==> src/pkg/ulpmr_pkg.sv <==
/*
 * Constants shared by both ends of the register link
 * of the transceiver's upper register map.
 * Assumes a single 60 MHz-class clock common to both ends.
 */
// Behaviour
// RQ1 - 15h reads live line state, upper zero
// RQ2 - eight-bit test byte, reset 00h, no effect
// RQ3 - test byte: write 16h, set 17h, clear 18h
// RQ4 - addresses 19h..2Eh do nothing
// RQ5 - 2Fh is the extended-space escape code
// RQ6 - 30h..3Fh vendor space holds power control
// RQ7 - extended 00h..3Fh alias immediate registers
// RQ8 - link never accesses extended 40h..FFh
// RQ9 - BVALID fall with bit 3 sends event
// RQ10 - BVALID rise with bit 2 sends event
// RQ11 - OTG link uses session-valid, not BVALID enables
// RQ12 - bit 0 selects reset-in or switch-out pin
// RQ13 - link sets pin role for ganged switch
// RQ14 - link never writes ones to bits 7..4
// RQ15 - power control: write 3Dh, set 3Eh, clear 3Fh
// RQ16 - set ORs, clear AND-NOTs, others untouched
package ulpmr_pkg;
   localparam logic [7:0] LINE_STATE_ADDR = 8'h15;
   localparam logic [7:0] SCRATCH_WR_ADDR = 8'h16;
   localparam logic [7:0] SCRATCH_SET_ADDR = 8'h17;
   localparam logic [7:0] SCRATCH_CLR_ADDR = 8'h18;
   localparam logic [7:0] UNIMPL_LO_ADDR = 8'h19;
   localparam logic [7:0] UNIMPL_HI_ADDR = 8'h2E;
   localparam logic [7:0] EXT_ESCAPE_ADDR = 8'h2F;
   localparam logic [7:0] VENDOR_LO_ADDR = 8'h30;
   localparam logic [7:0] VENDOR_HI_ADDR = 8'h3F;
   localparam logic [7:0] PWR_WR_ADDR = 8'h3D;
   localparam logic [7:0] PWR_SET_ADDR = 8'h3E;
   localparam logic [7:0] PWR_CLR_ADDR = 8'h3F;
   localparam logic [7:0] EXT_ALIAS_HI_ADDR = 8'h3F;
   localparam logic [7:0] SCRATCH_RESET = 8'h00;
   localparam logic [7:0] PWR_RESET = 8'h00;
   localparam int PWR_ROLE_BIT = 0;
   localparam int PWR_BV_RISE_BIT = 2;
   localparam int PWR_BV_FALL_BIT = 3;
   localparam logic [7:0] PWR_RSVD_HI_MASK = 8'hF0;
   localparam int LINE_STATE_W = 2;
endpackage

==> src/pkg/ulpmr_if.sv <==
/*
 * Register access and event channel between link and transceiver.
 * Assumes both ends run on the same clock.
 */
`timescale 1ns/1ps
interface ulpmr_if;
   logic       req;
   logic       ext;
   logic [7:0] addr;
   logic       wr;
   logic [7:0] wdata;
   logic       ack;
   logic [7:0] rdata;
   logic       evt;
   logic       evt_alt_int;
   logic [1:0] evt_line_state;

   modport phy (input req, ext, addr, wr, wdata,
                output ack, rdata, evt, evt_alt_int, evt_line_state);
   modport link (output req, ext, addr, wr, wdata,
                 input ack, rdata, evt, evt_alt_int, evt_line_state);
endinterface

==> src/hdl/ulpmr_phy.sv <==
/*
 * Transceiver end: line-state debug register, test byte, power
 * control register, address decode and BVALID edge events.
 * Assumes the link holds a request until it sees ack.
 */
`timescale 1ns/1ps
module ulpmr_phy (
   // clock and reset
   input  wire logic mclk,
   input  wire logic rst_b,
   // link side
   ulpmr_if.phy      bus,
   // analog front-end status
   input  wire logic [1:0] line_state,
   input  wire logic       bvalid,
   // shared reset / power-switch pin
   input  wire logic       shared_pin_in,
   output logic            shared_pin_out,
   output logic            shared_pin_oe_b,
   // power-switch request, reset seen on the pin, test byte and power control values
   input  wire logic       vbus_drive,
   output logic            pin_reset_low,
   output logic [7:0]      scratch_value,
   output logic [7:0]      power_control
);

   // ----------------------------------------------------------------
   // state
   // ----------------------------------------------------------------
   typedef struct packed {
      logic [7:0] scratch;
      logic [7:0] pwr;
      logic       bvalid_seen;
      logic       ack;
      logic [7:0] rdata;
      logic       evt;
      logic       pin_out;
      logic       pin_oe_b;
      logic       pin_rst;
   } ulpmr_phy_s;

   ulpmr_phy_s st_q;
   ulpmr_phy_s st_d;

   logic       take;
   logic       mapped;
   logic [7:0] eff_addr;

   // ----------------------------------------------------------------
   // decode and next state
   // ----------------------------------------------------------------
   always_comb begin
      st_d     = st_q;
      take     = bus.req && !st_q.ack;
      eff_addr = bus.addr;
      // extended space above the alias window is undefined; act on nothing
      mapped   = !(bus.ext &&
                   (bus.addr > ulpmr_pkg::EXT_ALIAS_HI_ADDR)); // RQ7
      st_d.ack = take;
      if (take) begin
         st_d.rdata = 8'h00;
         if (mapped && !bus.wr) begin
            if (eff_addr == ulpmr_pkg::LINE_STATE_ADDR) begin
               st_d.rdata = {6'h00, line_state}; // RQ1
            end else if (eff_addr >= ulpmr_pkg::SCRATCH_WR_ADDR &&
                         eff_addr <= ulpmr_pkg::SCRATCH_CLR_ADDR) begin
               st_d.rdata = st_q.scratch; // RQ3
            end else if (eff_addr >= ulpmr_pkg::PWR_WR_ADDR &&
                         eff_addr <= ulpmr_pkg::PWR_CLR_ADDR) begin
               st_d.rdata = st_q.pwr; // RQ15 RQ6
            end
            // 19h..2Eh, 2Fh and other vendor slots read as zero RQ4 RQ5
         end
         if (mapped && bus.wr) begin
            unique case (eff_addr)
               ulpmr_pkg::SCRATCH_WR_ADDR: begin
                  st_d.scratch = bus.wdata; // RQ3
               end
               ulpmr_pkg::SCRATCH_SET_ADDR: begin
                  st_d.scratch = st_q.scratch | bus.wdata; // RQ16
               end
               ulpmr_pkg::SCRATCH_CLR_ADDR: begin
                  st_d.scratch = st_q.scratch & ~bus.wdata; // RQ16
               end
               ulpmr_pkg::PWR_WR_ADDR: begin
                  st_d.pwr = bus.wdata; // RQ15
               end
               ulpmr_pkg::PWR_SET_ADDR: begin
                  st_d.pwr = st_q.pwr | bus.wdata; // RQ16
               end
               ulpmr_pkg::PWR_CLR_ADDR: begin
                  st_d.pwr = st_q.pwr & ~bus.wdata; // RQ16
               end
               // unimplemented, escape and spare vendor slots ignored
               default: begin
                  st_d.pwr = st_q.pwr; // RQ4 RQ5
               end
            endcase
         end
      end

      // bvalid edges, each gated by its own enable
      st_d.bvalid_seen = bvalid;
      st_d.evt = (st_q.pwr[ulpmr_pkg::PWR_BV_FALL_BIT] &&
                  st_q.bvalid_seen && !bvalid) || // RQ9
                 (st_q.pwr[ulpmr_pkg::PWR_BV_RISE_BIT] &&
                  !st_q.bvalid_seen && bvalid); // RQ10

      // shared pin role: reset input or driven power switch
      if (st_q.pwr[ulpmr_pkg::PWR_ROLE_BIT]) begin
         st_d.pin_oe_b = 1'b0; // RQ12
         st_d.pin_out  = !vbus_drive;
         st_d.pin_rst  = 1'b0;
      end else begin
         st_d.pin_oe_b = 1'b1; // RQ12
         st_d.pin_out  = 1'b1;
         st_d.pin_rst  = !shared_pin_in;
      end
   end

   // ----------------------------------------------------------------
   // registers
   // ----------------------------------------------------------------
   always_ff @(posedge mclk or negedge rst_b) begin
      if (!rst_b) begin
         st_q.scratch     <= ulpmr_pkg::SCRATCH_RESET; // RQ2
         st_q.pwr         <= ulpmr_pkg::PWR_RESET; // RQ15
         st_q.bvalid_seen <= 1'b0;
         st_q.ack         <= 1'b0;
         st_q.rdata       <= 8'h00;
         st_q.evt         <= 1'b0;
         st_q.pin_out     <= 1'b1;
         st_q.pin_oe_b    <= 1'b1;
         st_q.pin_rst     <= 1'b0;
      end else begin
         st_q <= st_d;
      end
   end

   // ----------------------------------------------------------------
   // outputs
   // ----------------------------------------------------------------
   // scratch feeds nothing but its own readback and scratch_value
   assign bus.ack            = st_q.ack;
   assign bus.rdata          = st_q.rdata;
   assign bus.evt            = st_q.evt;
   assign bus.evt_alt_int    = st_q.evt; // RQ9 RQ10
   assign bus.evt_line_state = line_state;
   assign shared_pin_out     = st_q.pin_out;
   assign shared_pin_oe_b    = st_q.pin_oe_b;
   assign pin_reset_low      = st_q.pin_rst;
   assign scratch_value      = st_q.scratch;
   assign power_control      = st_q.pwr;

endmodule

==> src/flat_wrapper.sv <==
// flat-port wrapper written by rule: the top's interface ports become plain ports
module ulpmr_phy_flat 
  (mclk, rst_b, line_state, bvalid, shared_pin_in, shared_pin_out, shared_pin_oe_b, vbus_drive, pin_reset_low, scratch_value, power_control, bus_req, bus_ext, bus_addr, bus_wr, bus_wdata, bus_ack, bus_rdata, bus_evt, bus_evt_alt_int, bus_evt_line_state);
  ulpmr_if bus_i ();
  input  wire logic mclk;
  input  wire logic rst_b;
  input  wire logic [1:0] line_state;
  input  wire logic bvalid;
  input  wire logic shared_pin_in;
  output logic shared_pin_out;
  output logic shared_pin_oe_b;
  input  wire logic vbus_drive;
  output logic pin_reset_low;
  output logic [7:0] scratch_value;
  output logic [7:0] power_control;
  input wire logic [$bits(bus_i.req)-1:0] bus_req;
  input wire logic [$bits(bus_i.ext)-1:0] bus_ext;
  input wire logic [$bits(bus_i.addr)-1:0] bus_addr;
  input wire logic [$bits(bus_i.wr)-1:0] bus_wr;
  input wire logic [$bits(bus_i.wdata)-1:0] bus_wdata;
  output wire logic [$bits(bus_i.ack)-1:0] bus_ack;
  output wire logic [$bits(bus_i.rdata)-1:0] bus_rdata;
  output wire logic [$bits(bus_i.evt)-1:0] bus_evt;
  output wire logic [$bits(bus_i.evt_alt_int)-1:0] bus_evt_alt_int;
  output wire logic [$bits(bus_i.evt_line_state)-1:0] bus_evt_line_state;
  assign bus_i.req = bus_req;
  assign bus_i.ext = bus_ext;
  assign bus_i.addr = bus_addr;
  assign bus_i.wr = bus_wr;
  assign bus_i.wdata = bus_wdata;
  assign bus_ack = bus_i.ack;
  assign bus_rdata = bus_i.rdata;
  assign bus_evt = bus_i.evt;
  assign bus_evt_alt_int = bus_i.evt_alt_int;
  assign bus_evt_line_state = bus_i.evt_line_state;
  ulpmr_phy u_core (.mclk(mclk), .rst_b(rst_b), .bus(bus_i), .line_state(line_state), .bvalid(bvalid), .shared_pin_in(shared_pin_in), .shared_pin_out(shared_pin_out), .shared_pin_oe_b(shared_pin_oe_b), .vbus_drive(vbus_drive), .pin_reset_low(pin_reset_low), .scratch_value(scratch_value), .power_control(power_control));
endmodule
==> config.mk <==
export PLATFORM = sky130hd
export DESIGN_NAME = ulpmr_phy_flat
export DESIGN_NICKNAME = d
export VERILOG_FILES = /design/src/pkg/ulpmr_pkg.sv /design/src/pkg/ulpmr_if.sv /design/src/hdl/ulpmr_phy.sv /design/src/flat_wrapper.sv
export SDC_FILE = /design/constraint.sdc
export NUM_CORES = 1
export LEC_CHECK = 0
export BUFFER_PORTS_ARGS = -buffer_cell sky130_fd_sc_hd__buf_2
export CAP_MARGIN = 20
export CORE_MARGIN = 1.5
export CORE_UTILIZATION = 53
export CTS_CLUSTER_SIZE = 8
export DETAILED_ROUTE_END_ITERATION = 6
export PLACE_DENSITY = 0.84
export SETUP_SLACK_MARGIN = 0.2
export SYNTH_ARGS = -nofsm -noshare
export SYNTH_HDL_FRONTEND = slang
export SYNTH_SLANG_ARGS = --single-unit
==> constraint.sdc <==
create_clock -name mclk -period 4.5 [get_ports mclk]
set_clock_uncertainty 0.05 [all_clocks]
set_input_delay 0.9 -clock mclk [delete_from_list [all_inputs] [get_ports mclk]]
set_output_delay 0.9 -clock mclk [all_outputs]
set_load 0.02 [all_outputs]
# ---- Word-level counts from Yosys, hierarchy flattened
# Cells that the tools add are included.
dict set report classes {
  order_cmp 5
  bitwise_logic 5
  reduce_logical 22
  n_mux 7
  eq_ne 7
}
# cell n
set op_table {}
lappend op_table {{$pmux 8 s3} 2}
lappend op_table {{$eq 8x5->1 const B} 4}
lappend op_table {{$mux 8} 4}
lappend op_table {{$eq 8x6->1 const B} 3}
lappend op_table {{$and 8x8->8} 2}
lappend op_table {{$or 8x8->8} 2}
lappend op_table {{$logic_and 1x1->1} 10}
lappend op_table {{$ge 8x5->1 const B} 1}
lappend op_table {{$ge 8x6->1 const B} 1}
lappend op_table {{$gt 8x6->1 const B} 1}
lappend op_table {{$le 8x5->1 const B} 1}
lappend op_table {{$le 8x6->1 const B} 1}
lappend op_table {{$not 8->8} 1}
lappend op_table {{$logic_not 1->1} 7}
lappend op_table {{$reduce_and 3->1} 2}
lappend op_table {{$reduce_bool 3->1} 2}
lappend op_table {{$mux 3} 1}
lappend op_table {{$logic_or 1x1->1} 1}
dict set report word_totals {
  input_bits 26
  reg_bits 30
  word_cells 55
  out_inout_bits 32
}

# ---- Logic depth before layout (Yosys ltp)
# Gate-level depths: netlist of run 1.
dict set report logic_depth {
  depth_word 6
  depth_mapped 6
  depth_no_buf 4
}

# ---- Worst setup path before layout of run 1
# No wires, ideal clock.
dict set report synth_path {
  kind {in2reg}
  startpoint {input port bus_addr[1]}
  endpoint {register, netlist name u_core.bus.rdata[1]}
  required_ps 4379
  t_arrival_ps 2156
  path_slack_ps 2223
  cell_stages 5
  n_path_buf 1
  setup_ps 71
  path_cell_list {buf_6 -> or4b_1 -> or2_0 -> or3_1 -> nand4_1}
}
dict set report synth_via {
  elab_chain_len 6
  elab_cells_between_ends 15
  cone_classes {5 x order compare; 1 x eq/ne; 4 x mux; 5 x reduce/logical}
}
# item line
set synth_lines {}
lappend synth_lines {{start, declared} flat_wrapper.sv:18} ;# input wire logic [$bits(bus_i.addr)-1:0] bus_addr;
lappend synth_lines {{$ge 8x6->1 / $le 8x6->1 (equally long branches)} {ulpmr_phy.sv:68, ulpmr_phy.sv:69}}
lappend synth_lines {{$logic_and 1x1->1} ulpmr_phy.sv:68} ;# end else if (eff_addr >= ulpmr_pkg::PWR_WR_ADDR &&
lappend synth_lines {{$mux 8} ulpmr_phy.sv:68}
lappend synth_lines {{$mux 8} ulpmr_phy.sv:65} ;# end else if (eff_addr >= ulpmr_pkg::SCRATCH_WR_ADDR &&
lappend synth_lines {{$mux 8} ulpmr_phy.sv:63} ;# if (eff_addr == ulpmr_pkg::LINE_STATE_ADDR) begin
lappend synth_lines {{$mux 8 *} ulpmr_phy.sv:62} ;# if (mapped && !bus.wr) begin
# Mark *: on every way between the ends. The rest lies on a longest branch, timed or not.
# A chain may end at the register's enable or synchronous reset.

# ---- Worst setup path in the final report of run 1
dict set report layout_path {
  startpoint {input port bus_addr[6]}
  endpoint {register u_core.st_q, in the netlist u_core.power_control[6]}
}
dict set report layout_via {
  elab_chain_len 5
  elab_cells_between_ends 10
  cone_classes {1 x order compare; 3 x eq/ne; 1 x mux; 5 x reduce/logical}
}
# item line
set layout_lines {}
lappend layout_lines {{$gt 8x6->1} ulpmr_phy.sv:58} ;# (bus.addr > ulpmr_pkg::EXT_ALIAS_HI_ADDR));
lappend layout_lines {{$logic_and 1x1->1} ulpmr_phy.sv:57} ;# mapped = !(bus.ext &&
lappend layout_lines {{$logic_not 1->1} ulpmr_phy.sv:57}
lappend layout_lines {{$logic_and 1x1->1} ulpmr_phy.sv:74} ;# if (mapped && bus.wr) begin
lappend layout_lines {{$reduce_and 3->1 (no line)} -}
lappend layout_lines {{end signal, assigned} ulpmr_phy.sv:136} ;# st_q <= st_d;
lappend layout_lines {{end, declared} ulpmr_phy.sv:42} ;# ulpmr_phy_s st_q;
# Parallel ways exist; a longest one is shown, timed or not.

==> summary.md, run 1 <==
| Metric | Value |
|---|---|
| Status | `finished, final reports clean` |
| Drt via density | `5.88` |
| Register area | `753 µm²` |
| Post-Synthesis Mean Instance Area | `9.70 µm²` |
| Initial antenna violation count | `0` |
| First-pass GRT wire length | `5.79 mm` |
| Max-slew violations | `0` |
| Synth Instances | `171` |
| Top cell type by total area after synthesis | `dfrtp_1` |
| CTS tree | `done` |
| Hold Startpoint | `u_core.bus.rdata[0]$_DFFE_PN0P_` |
| Die height | `59.0 µm` |
| Setup WS pre-CTS | `1.89 ns` |
| Crit. End Element | `register` |
| Core area | `0.00300 mm²` |
| Leak Pwr | `0.964 nW` |
| RSZ-0062 raised after global routing | `false` |
| Gp weighted congestion | `0.796` |
| Final worst path period need | `2.34 ns` |
| Hold Fails Final Rpt | `0` |
| Multi-input logic area | `634 µm²` |
| Worst hold path type | `register to register` |
| All-layer global routing usage | `23.0%` |
| Detailed Routing Iterations Pass 1 | `4` |
| Synth warn | `0` |
| Synth-to-Final Area Change | `9.65%` |
| Register area share after synthesis | `45.4%` |
| Critical register-to-register path startpoint | `u_core.bus.ack$_DFF_PN0_` |
| Worst-Skew Late Latency | `0.33 ns` |
| Worst Path Arrival | `2.50 ns` |
| # fillers | `278` |
| Setup crit start | `bus_addr[6]` |
| Max-Cap Viols | `0` |
| Commonest cells in the netlist | `dfrtp_1 (28), buf_4 (27), o21ai_0 (19)` |
| Post-CTS Setup Inserts | `0` |
| Net count after synthesis | `197` |
| Slew @ Worst Pin | `0.710 ns` |
| Clk root buf | `clkbuf_4` |
| Setup violations, final | `0` |
| DRC Markers | `0` |
| Post-cts sizing count | `0` |
| Final cycle utilization of the critical path | `52.0%` |
| Worst relative slew slack | `52.6%` |
| Worst VDD drop | `0.193 mV` |
| Critical path class | `input pin to register` |
| Synthesized flop and latch total | `30` |
| TNS Setup | `0 ns` |
| Final WL | `3.55 mm` |
| Largest net degree at the start of global routing | `31` |
| Via Count | `1,394` |
| Worst Path Required | `4.65 ns` |
| Post-route setup slack | `2.16 ns` |
| FMAX | `427 MHz` |
| DRT antenna net count | `0` |
| # IOs | `58` |
| CTS H-tree depth | `2` |
| Initial DRC count | `76` |
| # hold bufs at CTS | `0` |
| Port-buffer cells | `57` |
| Nets@finish | `229` |
| Post-synth top area share | `42.2%` |
| Largest cells by area after synthesis | `dfrtp_1 (42%), buf_4 (12%), o21ai_0 (5.7%)` |
| Yosys cell types | `36` |
| WL/cell | `15.0 µm` |
| Initial core utilization | `55.2%` |
| CTS Buffer Depth | `2` |
| CP Max Fanout | `13` |
| Row count | `20` |
| Reg2reg setup slack | `2.79 ns` |
| Worst setup SP type | `input pin` |
| Pwr Density | `276 mW/mm²` |
| Count of clock tree sinks | `30` |
| Vias in the first global route | `1,288` |
| Top_reg_cell synth | `dfrtp_1` |
| Clock slew at reported path FFs | `0.09 ns` |
| HPWL reported at the end of detailed placement | `2.54 mm` |
| Grt ovf | `0` |
| Most common cell in the netlist | `dfrtp_1` |
| Async S/R FF share, synth | `100%` |
| Synthesized area | `0.00166 mm²` |
| Num CTS Buffers | `5` |
| Number of flops mapped to enable cells by yosys | `0` |
| Die width | `59.0 µm` |
| Diodes inserted | `0` |
| Layout cells sized above 1 | `33.8%` |
| Die ar. | `0.00348 mm²` |
-- critical path: stages --
cell	delay [ns]
buf_2	0.11
nand4bb_1	0.53
nand4b_1	0.56
o21ai_0	0.27
o21ai_0	0.11
-- logic make-up after synthesis --
group / after synthesis / synth area share [%]
buffers and inverters: 43 / 16.4
AO/OA/AOI/OAI: 49 / 20.2
XOR/XNOR: 1 / 0.528
AND/OR/NAND/NOR: 48 / 17.5
flip-flops: 30 / 45.4
-- final timing paths --
check | cells after the start | to
max reg2reg | 4 | u_core.scratch_value[7]$_DFFE_PN0P_
max | 5 | u_core.power_control[6]$_DFFE_PN0P_
min reg2reg | 2 | u_core.bus.rdata[0]$_DFFE_PN0P_
max in group asynchronous | 1 | u_core.st_q[13]$_DFF_PN0_
min | 2 | u_core.bus.rdata[0]$_DFFE_PN0P_
min in group asynchronous | 1 | u_core.bus.rdata[4]$_DFFE_PN0P_
-- flip-flops by register name (all words and copies together), names as in the netlist --
name                    cells
u_core.shared_pin_out       1
u_core.power_control        8
u_core.bus.ack              1
u_core.bus.rdata            8
u_core.pin_reset_low        1
u_core.scratch_value        8
u_core.shared_pin_oe_b      1
u_core.st_q                 1
u_core.bus.evt              1
-- where the power goes --
part | internal [mW] | switching (mW)
registers | 0.275 | 0.00423
clock network | 0.0756 | 0.0896
logic | 0.0204 | 0.0372
total | 0.371 | 0.131
-- cell usage in the layout, fill, tap and decap left out, types with 6 or more instances in the layout --
cell     instances
buf_2           57
inv_1           10
a22o_1           8
a21o_1           8
nor3_1           8
nand3_1          9
nand2_1         11
a32oi_1          6
dfrtp_1         28
o21ai_0         19
-- through the flow --
| stage | hold WS [ns] | std cells | utilization [%] | power [mW] | instance area, µm² |
|---|---|---|---|---|---|
| 5_1_grt | 0.480 | 237 | 60.6 | 0.527 | 1820 |
| 2_1_floorplan | 0.387 | 171 | - | 0.318 | 1660 |
| 3_5_place_dp | 0.418 | 229 | 58.6 | 0.342 | 1760 |
| 4_1_cts | 0.438 | 237 | 60.6 | 0.506 | 1820 |
| 3_3_place_gp | 0.411 | 229 | 58.6 | 0.342 | 1760 |
| 6_report | 0.433 | 237 | 60.6 | 0.502 | 1820 |
-- layer usage --
layer	routed length (µm)	part of all wire, %	up-vias	global-route usage (%)
li1	-	-	658	-
met1	1480	42	657	28.7
met2	1620	46	66	36.7
met3	344	9.7	13	7.69
met4	110	3.1	0	9.74
met5	0	0	-	0
-- area by class of cell --
cell class / count / share of cell area, %
inverters: 10 / 2.06
flip-flops and latches: 30 / 41.4
multi-input cells: 98 / 34.9
clock inverters: 1 / 0.275
well taps: 33 / 2.27
repair buffers: 58 / 16.1
clock buffers: 7 / 3.03
Power figures use the tool's default switching activity.
==> run 2: changes to the inputs <==
- ABC_AREA: not set -> 1
- CORE_UTILIZATION: 53 -> 51
- PLACE_DENSITY: 0.84 -> 0.79
- clock period: 4.5 -> 2.2 ns (I/O delays scaled with it)
==> run 2 against run 1 <==
Design area increased by 18%. Critical path depth up 4. Count of clock-buffer cells in the layout did not move. Sequential share of layout area down 6.4 points. Worst setup slack got worse by 1.5 ns. Power increased by 140%. Cell count grew 41%. Area after synthesis up 17%. Flip-flop and latch count unchanged. Clock power grew to 2.8 times the previous value. Combinational power rose to 2.7 times the previous value. First-iteration DRC count grew 46%. Largest cell class is now multi-input gates. Largest power group unchanged.
==> summary.md, run 2 <==
| Metric | Value |
|---|---|
| # IOs | `58` |
| Crit path buffers/inverters | `2` |
| Synth Area in Compound Gates | `6.40%` |
| Die ar. | `0.00417 mm²` |
| Final worst path period need | `1.52 ns` |
| Commonest cells in the netlist | `nand2_1 (94), buf_4 (28), dfrtp_1 (28)` |
| All-layer global routing usage | `21.6%` |
| Top_reg_cell synth | `dfrtp_1` |
| CTS Buffer Depth | `2` |
| First-pass GRT wire length | `6.97 mm` |
| Max-Cap Viols | `0` |
| Leak Pwr | `1.21 nW` |
| CTS tree | `done` |
| CP Max Fanout | `24` |
| Status | `finished, final reports clean` |
| Synthesized flop and latch total | `30` |
| Hold Fails Final Rpt | `0` |
| Worst hold path type | `input pin to asynchronous set/reset pin` |
| Count of clock tree sinks | `30` |
| Crit. End Element | `register` |
| Drt via density | `5.01` |
| Post-Synthesis Mean Instance Area | `7.74 µm²` |
| Die width | `64.6 µm` |
| Largest net degree at the start of global routing | `31` |
| CTS H-tree depth | `2` |
| Gp weighted congestion | `0.873` |
| Nets@finish | `311` |
| FMAX | `660 MHz` |
| Diodes inserted | `0` |
| Final cycle utilization of the critical path | `68.9%` |
| Via Count | `1,674` |
| Design Area, Final | `0.00215 mm²` |
| Max-slew violations | `0` |
| Most common cell after layout, fill and taps aside | `nand2_1` |
| Yosys cell types | `27` |
| DRT antenna net count | `0` |
| Final WL | `4.10 mm` |
| Num CTS Buffers | `5` |
| WL/cell | `12.3 µm` |
| Initial DRC count | `111` |
| TNS Setup | `0 ns` |
| Largest family of logic cells by synthesized area | `simple AND/OR/NAND/NOR gates` |
| DP Area | `0.00206 mm²` |
| Critical path class | `input pin to register` |
| Row count | `22` |
| Worst Path Arrival | `1.64 ns` |
| Layout cells sized above 1 | `34.3%` |
| Async S/R FF share, synth | `100%` |
| HPWL reported at the end of detailed placement | `2.96 mm` |
| Register area share after synthesis | `38.9%` |
| Simple-gate share of the synthesized area | `37.9%` |
| Post-synth top area share | `36.2%` |
| Pwr Density | `555 mW/mm²` |
| Number of flops mapped to enable cells by yosys | `0` |
| CP max-delay cell | `nand3_4` |
| CP top delay family | `simple AND/OR/NAND/NOR gates` |
| Delay of the slowest cell on the worst path | `0.27 ns` |
| Net count after synthesis | `276` |
| Post-Synth Adder-Cell Area | `0%` |
| Mux contribution to synthesized area | `0%` |
| Slew @ Worst Pin | `0.674 ns` |
| Post-Synth XOR/XNOR Area | `0%` |
| Worst path most repeated cell | `nand2_1` |
| Largest cells by area after synthesis | `dfrtp_1 (36%), nand2_1 (18%), buf_4 (11%)` |
| Crit-path cells | `buf_2 -> inv_2 -> nand2_2 -> nor2_4 -> nand2_1 -> nand3_4 -> nand3_1 -> nand2_1 -> nand2_1` |
| Synth Instances | `250` |
| Grt ovf | `0` |
| Worst VDD drop | `0.469 mV` |
| Initial core utilization | `52.9%` |
| Synth warn | `0` |
| Core Util, Final | `58.7%` |
| Initial antenna violation count | `0` |
| Most common cell in the netlist | `nand2_1` |
| Synth-to-Final Area Change | `11.1%` |
| Worst-Skew Late Latency | `0.28 ns` |
| Vias in the first global route | `1,548` |
| Port-buffer cells | `57` |
| Worst setup SP type | `input pin` |
| Worst Path Required | `2.32 ns` |
| # hold bufs at CTS | `0` |
| Clock slew at reported path FFs | `0.06 ns` |
| Synthesized area | `0.00194 mm²` |
| Detailed Routing Iterations Pass 1 | `4` |
| Core area | `0.00366 mm²` |
| Post-CTS Setup Inserts | `0` |
| Post-cts sizing count | `0` |
| Top cell type by total area after synthesis | `dfrtp_1` |
| Clk root buf | `clkbuf_8` |
| Commonest cells after routing, fill and taps aside | `nand2_1 (94), buf_2 (57), dfrtp_1 (28)` |
| Setup violations, final | `0` |
| RSZ-0062 raised after global routing | `false` |
| DRC Markers | `0` |
| Worst relative slew slack | `55.1%` |
| Die height | `64.6 µm` |
-- run 2: changes by cell type after synthesis, sizes merged, moves of 7 or more --
| cell | before | now |
|---|---|---|
| o21ai | 20 | 10 |
| inv | 10 | 23 |
| nand2 | 11 | 101 |
| a21o | 8 | 0 |
| a22o | 8 | 0 |
| nand4 | 2 | 9 |
| nor2 | 2 | 11 |
| nand3 | 9 | 29 |
-- run 2: worst register-to-register path, stage by stage (launching register included) --
cell     delay (ns)
dfrtp_1        0.38
nor2_2         0.19
nand3_1        0.18
a21oi_2        0.34
nand3_1        0.13
nand2_1        0.07
-- run 2: final timing paths --
kind	start	endpoint	slack (ns)	depth (start not counted)
worst max-delay path	bus_addr[6]	u_core.scratch_value[7]$_DFFE_PN0P_	0.68	9
worst min-delay path	rst_b	u_core.bus.ack$_DFF_PN0_	0.14	1
worst max register to register	u_core.bus.ack$_DFF_PN0_	u_core.bus.rdata[5]$_DFFE_PN0P_	0.81	5
worst min register to register	u_core.bus.ack$_DFF_PN0_	u_core.bus.ack$_DFF_PN0_	0.40	1
max in group asynchronous	rst_b	u_core.scratch_value[1]$_DFFE_PN0P_	1.52	1
min in group mclk	vbus_drive	u_core.shared_pin_out$_DFF_PN1_	0.23	2
-- run 2: power by group --
group	total (mW)	switching, mW	internal [mW]
clock	0.458	0.206	0.252
combinational	0.155	0.108	0.0472
sequential	0.580	0.0117	0.568
total	1.19	0.326	0.867
-- run 2: logic make-up (layout without fill, tap and decap cells) --
| group | count (synthesis) | count (layout) |
|---|---|---|
| AO/OA/AOI/OAI | 13 | 13 |
| buffers and inverters | 54 | 90 |
| flip-flops | 30 | 30 |
| AND/OR/NAND/NOR | 153 | 153 |
-- run 2: stage by stage --
stage / cells / total power, mW / hold slack, ns / setup WS, ns
floorplan: 250 / 0.694 / 0.0944 / 0.731
global placement: 326 / 0.744 / 0.393 / 0.462
detailed placement: 326 / 0.746 / 0.395 / 0.403
CTS: 334 / 1.20 / 0.160 / 0.710
global route: 334 / 1.24 / 0.200 / 0.569
finish: 334 / 1.19 / 0.143 / 0.684
-- run 2: layer usage --
| metal | GRT usage, % | up-vias | part of all wire [%] | wire length [µm] |
|---|---|---|---|---|
| li1 | - | 845 | - | - |
| met1 | 29.7 | 760 | 45 | 1850 |
| met2 | 33.6 | 62 | 47 | 1910 |
| met3 | 5.03 | 7 | 7.0 | 288 |
| met4 | 7.45 | 0 | 1.0 | 42 |
| met5 | 0 | - | 0 | 0 |
-- run 2: final cells by class --
cell class / instances / area (µm²)
Clock buffer: 7 / 86.3
Sequential cell: 30 / 753
Multi-Input combinational cell: 166 / 858
Inverter: 23 / 86.3
Fill cell: 343 / 1510
Timing Repair Buffer: 59 / 300
Clock inverter: 1 / 5.00
Tap cell: 48 / 60.1
==> run 3: changes to the inputs <==
- CORE_UTILIZATION: 51 -> 46
- PLACE_DENSITY: 0.79 -> 0.75
- clock period: 2.2 -> 1.2 ns (I/O delays scaled with it)
==> run 3 against run 2 <==
Critical path type is now register to register. Sequential share of layout area fell by 8.7 points. Count of clock-buffer cells in the layout shrank 1. The flow now finishes with violations (setup timing). Via count increased by 14%. Combinational power grew to 2.9 times the previous value. Critical path depth is 2 lower. Critical endpoint unchanged.
==> summary.md, run 3 (synthesis gave the netlist of run 2 again) <==
| Metric | Value |
|---|---|
| Status | `finished, violations left` |
| Failing checks | `setup timing` |
| WL/cell | `13.6 µm` |
| Num CTS Buffers | `5` |
| CTS H-tree depth | `2` |
| Row count | `23` |
| FMAX | `760 MHz` |
| Worst relative slew slack | `74.3%` |
| Initial core utilization | `48.0%` |
| Hold Startpoint | `vbus_drive` |
| Overall power | `2.82 mW` |
| Count of clock tree sinks | `30` |
| Diodes inserted | `0` |
| DRT antenna net count | `0` |
| All-layer global routing usage | `23.6%` |
| Layout cells sized above 1 | `45.9%` |
| Detailed Routing Iterations Pass 1 | `5` |
| DP Area | `0.00228 mm²` |
| Critical register-to-register path startpoint | `u_core.bus.ack$_DFF_PN0_` |
| Largest net degree at the start of global routing | `25` |
| Worst VDD drop | `0.925 mV` |
| CTS tree | `done` |
| Vias in the first global route | `1,787` |
| Initial antenna violation count | `0` |
| HPWL reported at the end of detailed placement | `3.37 mm` |
| Via Count | `1,907` |
| Pwr Density | `986 mW/mm²` |
| CP Max Fanout | `8` |
| Clk root buf | `clkbuf_8` |
| R2R Path End | `u_core.scratch_value[7]$_DFFE_PN0P_` |
| Commonest cells after routing, fill and taps aside | `nand2_1 (89), buf_4 (40), buf_6 (32)` |
| Port-buffer cells | `57` |
| Grt ovf | `0` |
| Final WL | `5.17 mm` |
| Final worst path period need | `1.32 ns` |
| Design Area, Final | `0.00286 mm²` |
| Hold Fails Final Rpt | `0` |
| Most common cell after layout, fill and taps aside | `nand2_1` |
| Worst Hold Endpoint | `u_core.shared_pin_out$_DFF_PN1_` |
| First-pass GRT wire length | `8.00 mm` |
| Hold path depth | `2` |
| Worst Path Required | `1.33 ns` |
| Clock slew at reported path FFs | `0.07 ns` |
| DRC Markers | `0` |
| Final cycle utilization of the critical path | `110%` |
| Worst Path Arrival | `1.45 ns` |
| Crit. End Element | `register` |
| # IOs | `58` |
| Die width | `67.9 µm` |
| TNS Setup | `-1.54 ns` |
| # fillers | `318` |
| Nets@finish | `356` |
| Critical path class | `register to register` |
| Leak Pwr | `1.52 nW` |
| CTS Buffer Depth | `2` |
| Cells on worst reg2reg path | `7` |
| Worst-Skew Late Latency | `0.29 ns` |
| Reg2reg setup slack | `-0.12 ns` |
| Worst hold path type | `input pin to register` |
| Core area | `0.00403 mm²` |
| Slew @ Worst Pin | `0.384 ns` |
| Drt via density | `5.01` |
| Post-route setup slack | `-0.116 ns` |
| RSZ-0062 raised after global routing | `true` |
| Gp weighted congestion | `0.854` |
| Worst setup SP type | `register` |
| Setup violations, final | `21` |
| Initial DRC count | `133` |
| Max-Cap Viols | `0` |
| Die ar. | `0.00461 mm²` |
| Max-slew violations | `0` |
| Synth-to-Final Area Change | `47.7%` |
| Die height | `67.9 µm` |
[run 3: cell types whose count changed in the layout (fill, tap and decap cells not counted), sizes merged]
cell         before  now
clkinv            1    0
bufinv            0    2
inv              23   24
clkbuf            7    6
buf              59  101
nor2             11   12
dlygate4sd3       0    1
[run 3: area by class of cell]
type	instances	area (µm²)	area share (%)
inverter	23	114	3.98
clock buffer	6	82.6	2.89
multi-input combinational	167	931	32.6
tap	50	62.6	2.19
sequential	30	754	26.4
timing repair buffer	102	846	29.6
timing repair inverter	1	8.76	0.306
clock inverter	2	60.1	2.10
[run 3: layer usage]
layer | track usage (%) | wire length [µm] | vias up
met3 | 4.77 | 356 | 12
li1 | - | - | 924
met1 | 28.4 | 2100 | 887
met4 | 10.3 | 87 | 0
met5 | 0 | 0 | -
met2 | 40.8 | 2630 | 84
[run 3: power by group]
group	switching, mW	internal [mW]	total, mW	leakage (nW)
registers	0.0224	1.04	1.06	0.403
clock network	0.412	0.886	1.30	0.0714
logic	0.253	0.204	0.457	1.05
[run 3: through the flow]
stage	util (%)	cells	hold WS, ns	worst slack, ns
2_1_floorplan	-	250	-0.106	-0.0523
3_3_place_gp	56.6	344	0.0997	-0.233
3_5_place_dp	56.6	344	0.102	-0.260
4_1_cts	68.8	373	0.0295	-0.0975
5_1_grt	71.0	381	0.0304	-0.182
6_report	71.0	381	0.0250	-0.116
[run 3: critical path, stage by stage, from the launching register on]
cell and delay, ns:
dfrtp_2 0.43, nor2_4 0.13, nand3_4 0.15, buf_4 0.19, inv_6 0.08, nand3_2 0.06, nand2_1 0.07, nand2_1 0.04
[run 3: worst max path at each step]
stage	cells past startpoint	endpoint	slack [ns]	start
floorplan	7	u_core.scratch_value[6]$_DFFE_PN0P_	-0.05	u_core.bus.ack$_DFF_PN0_
global placement	7	u_core.power_control[2]$_DFFE_PN0P_	-0.23	bus_addr[3]
detailed placement	7	u_core.power_control[2]$_DFFE_PN0P_	-0.26	bus_addr[3]
CTS	6	u_core.scratch_value[0]$_DFFE_PN0P_	-0.1	u_core.bus.ack$_DFF_PN0_
global route	7	u_core.scratch_value[7]$_DFFE_PN0P_	-0.18	u_core.bus.ack$_DFF_PN0_
finish	7	u_core.scratch_value[7]$_DFFE_PN0P_	-0.12	u_core.bus.ack$_DFF_PN0_
[run 3: repair_timing]
| action | 4_1_cts | 5_1_grt |
|---|---|---|
| gates resized for setup | 59 | 9 |
| hold buffers | 1 | 0 |
| setup buffers | 19 | 7 |
| pin swaps | 0 | 3 |
| cloned | 1 | 1 |
| endpoints found under the setup margin | 54 | 54 |
| hold endpoints to repair | 10 | 0 |
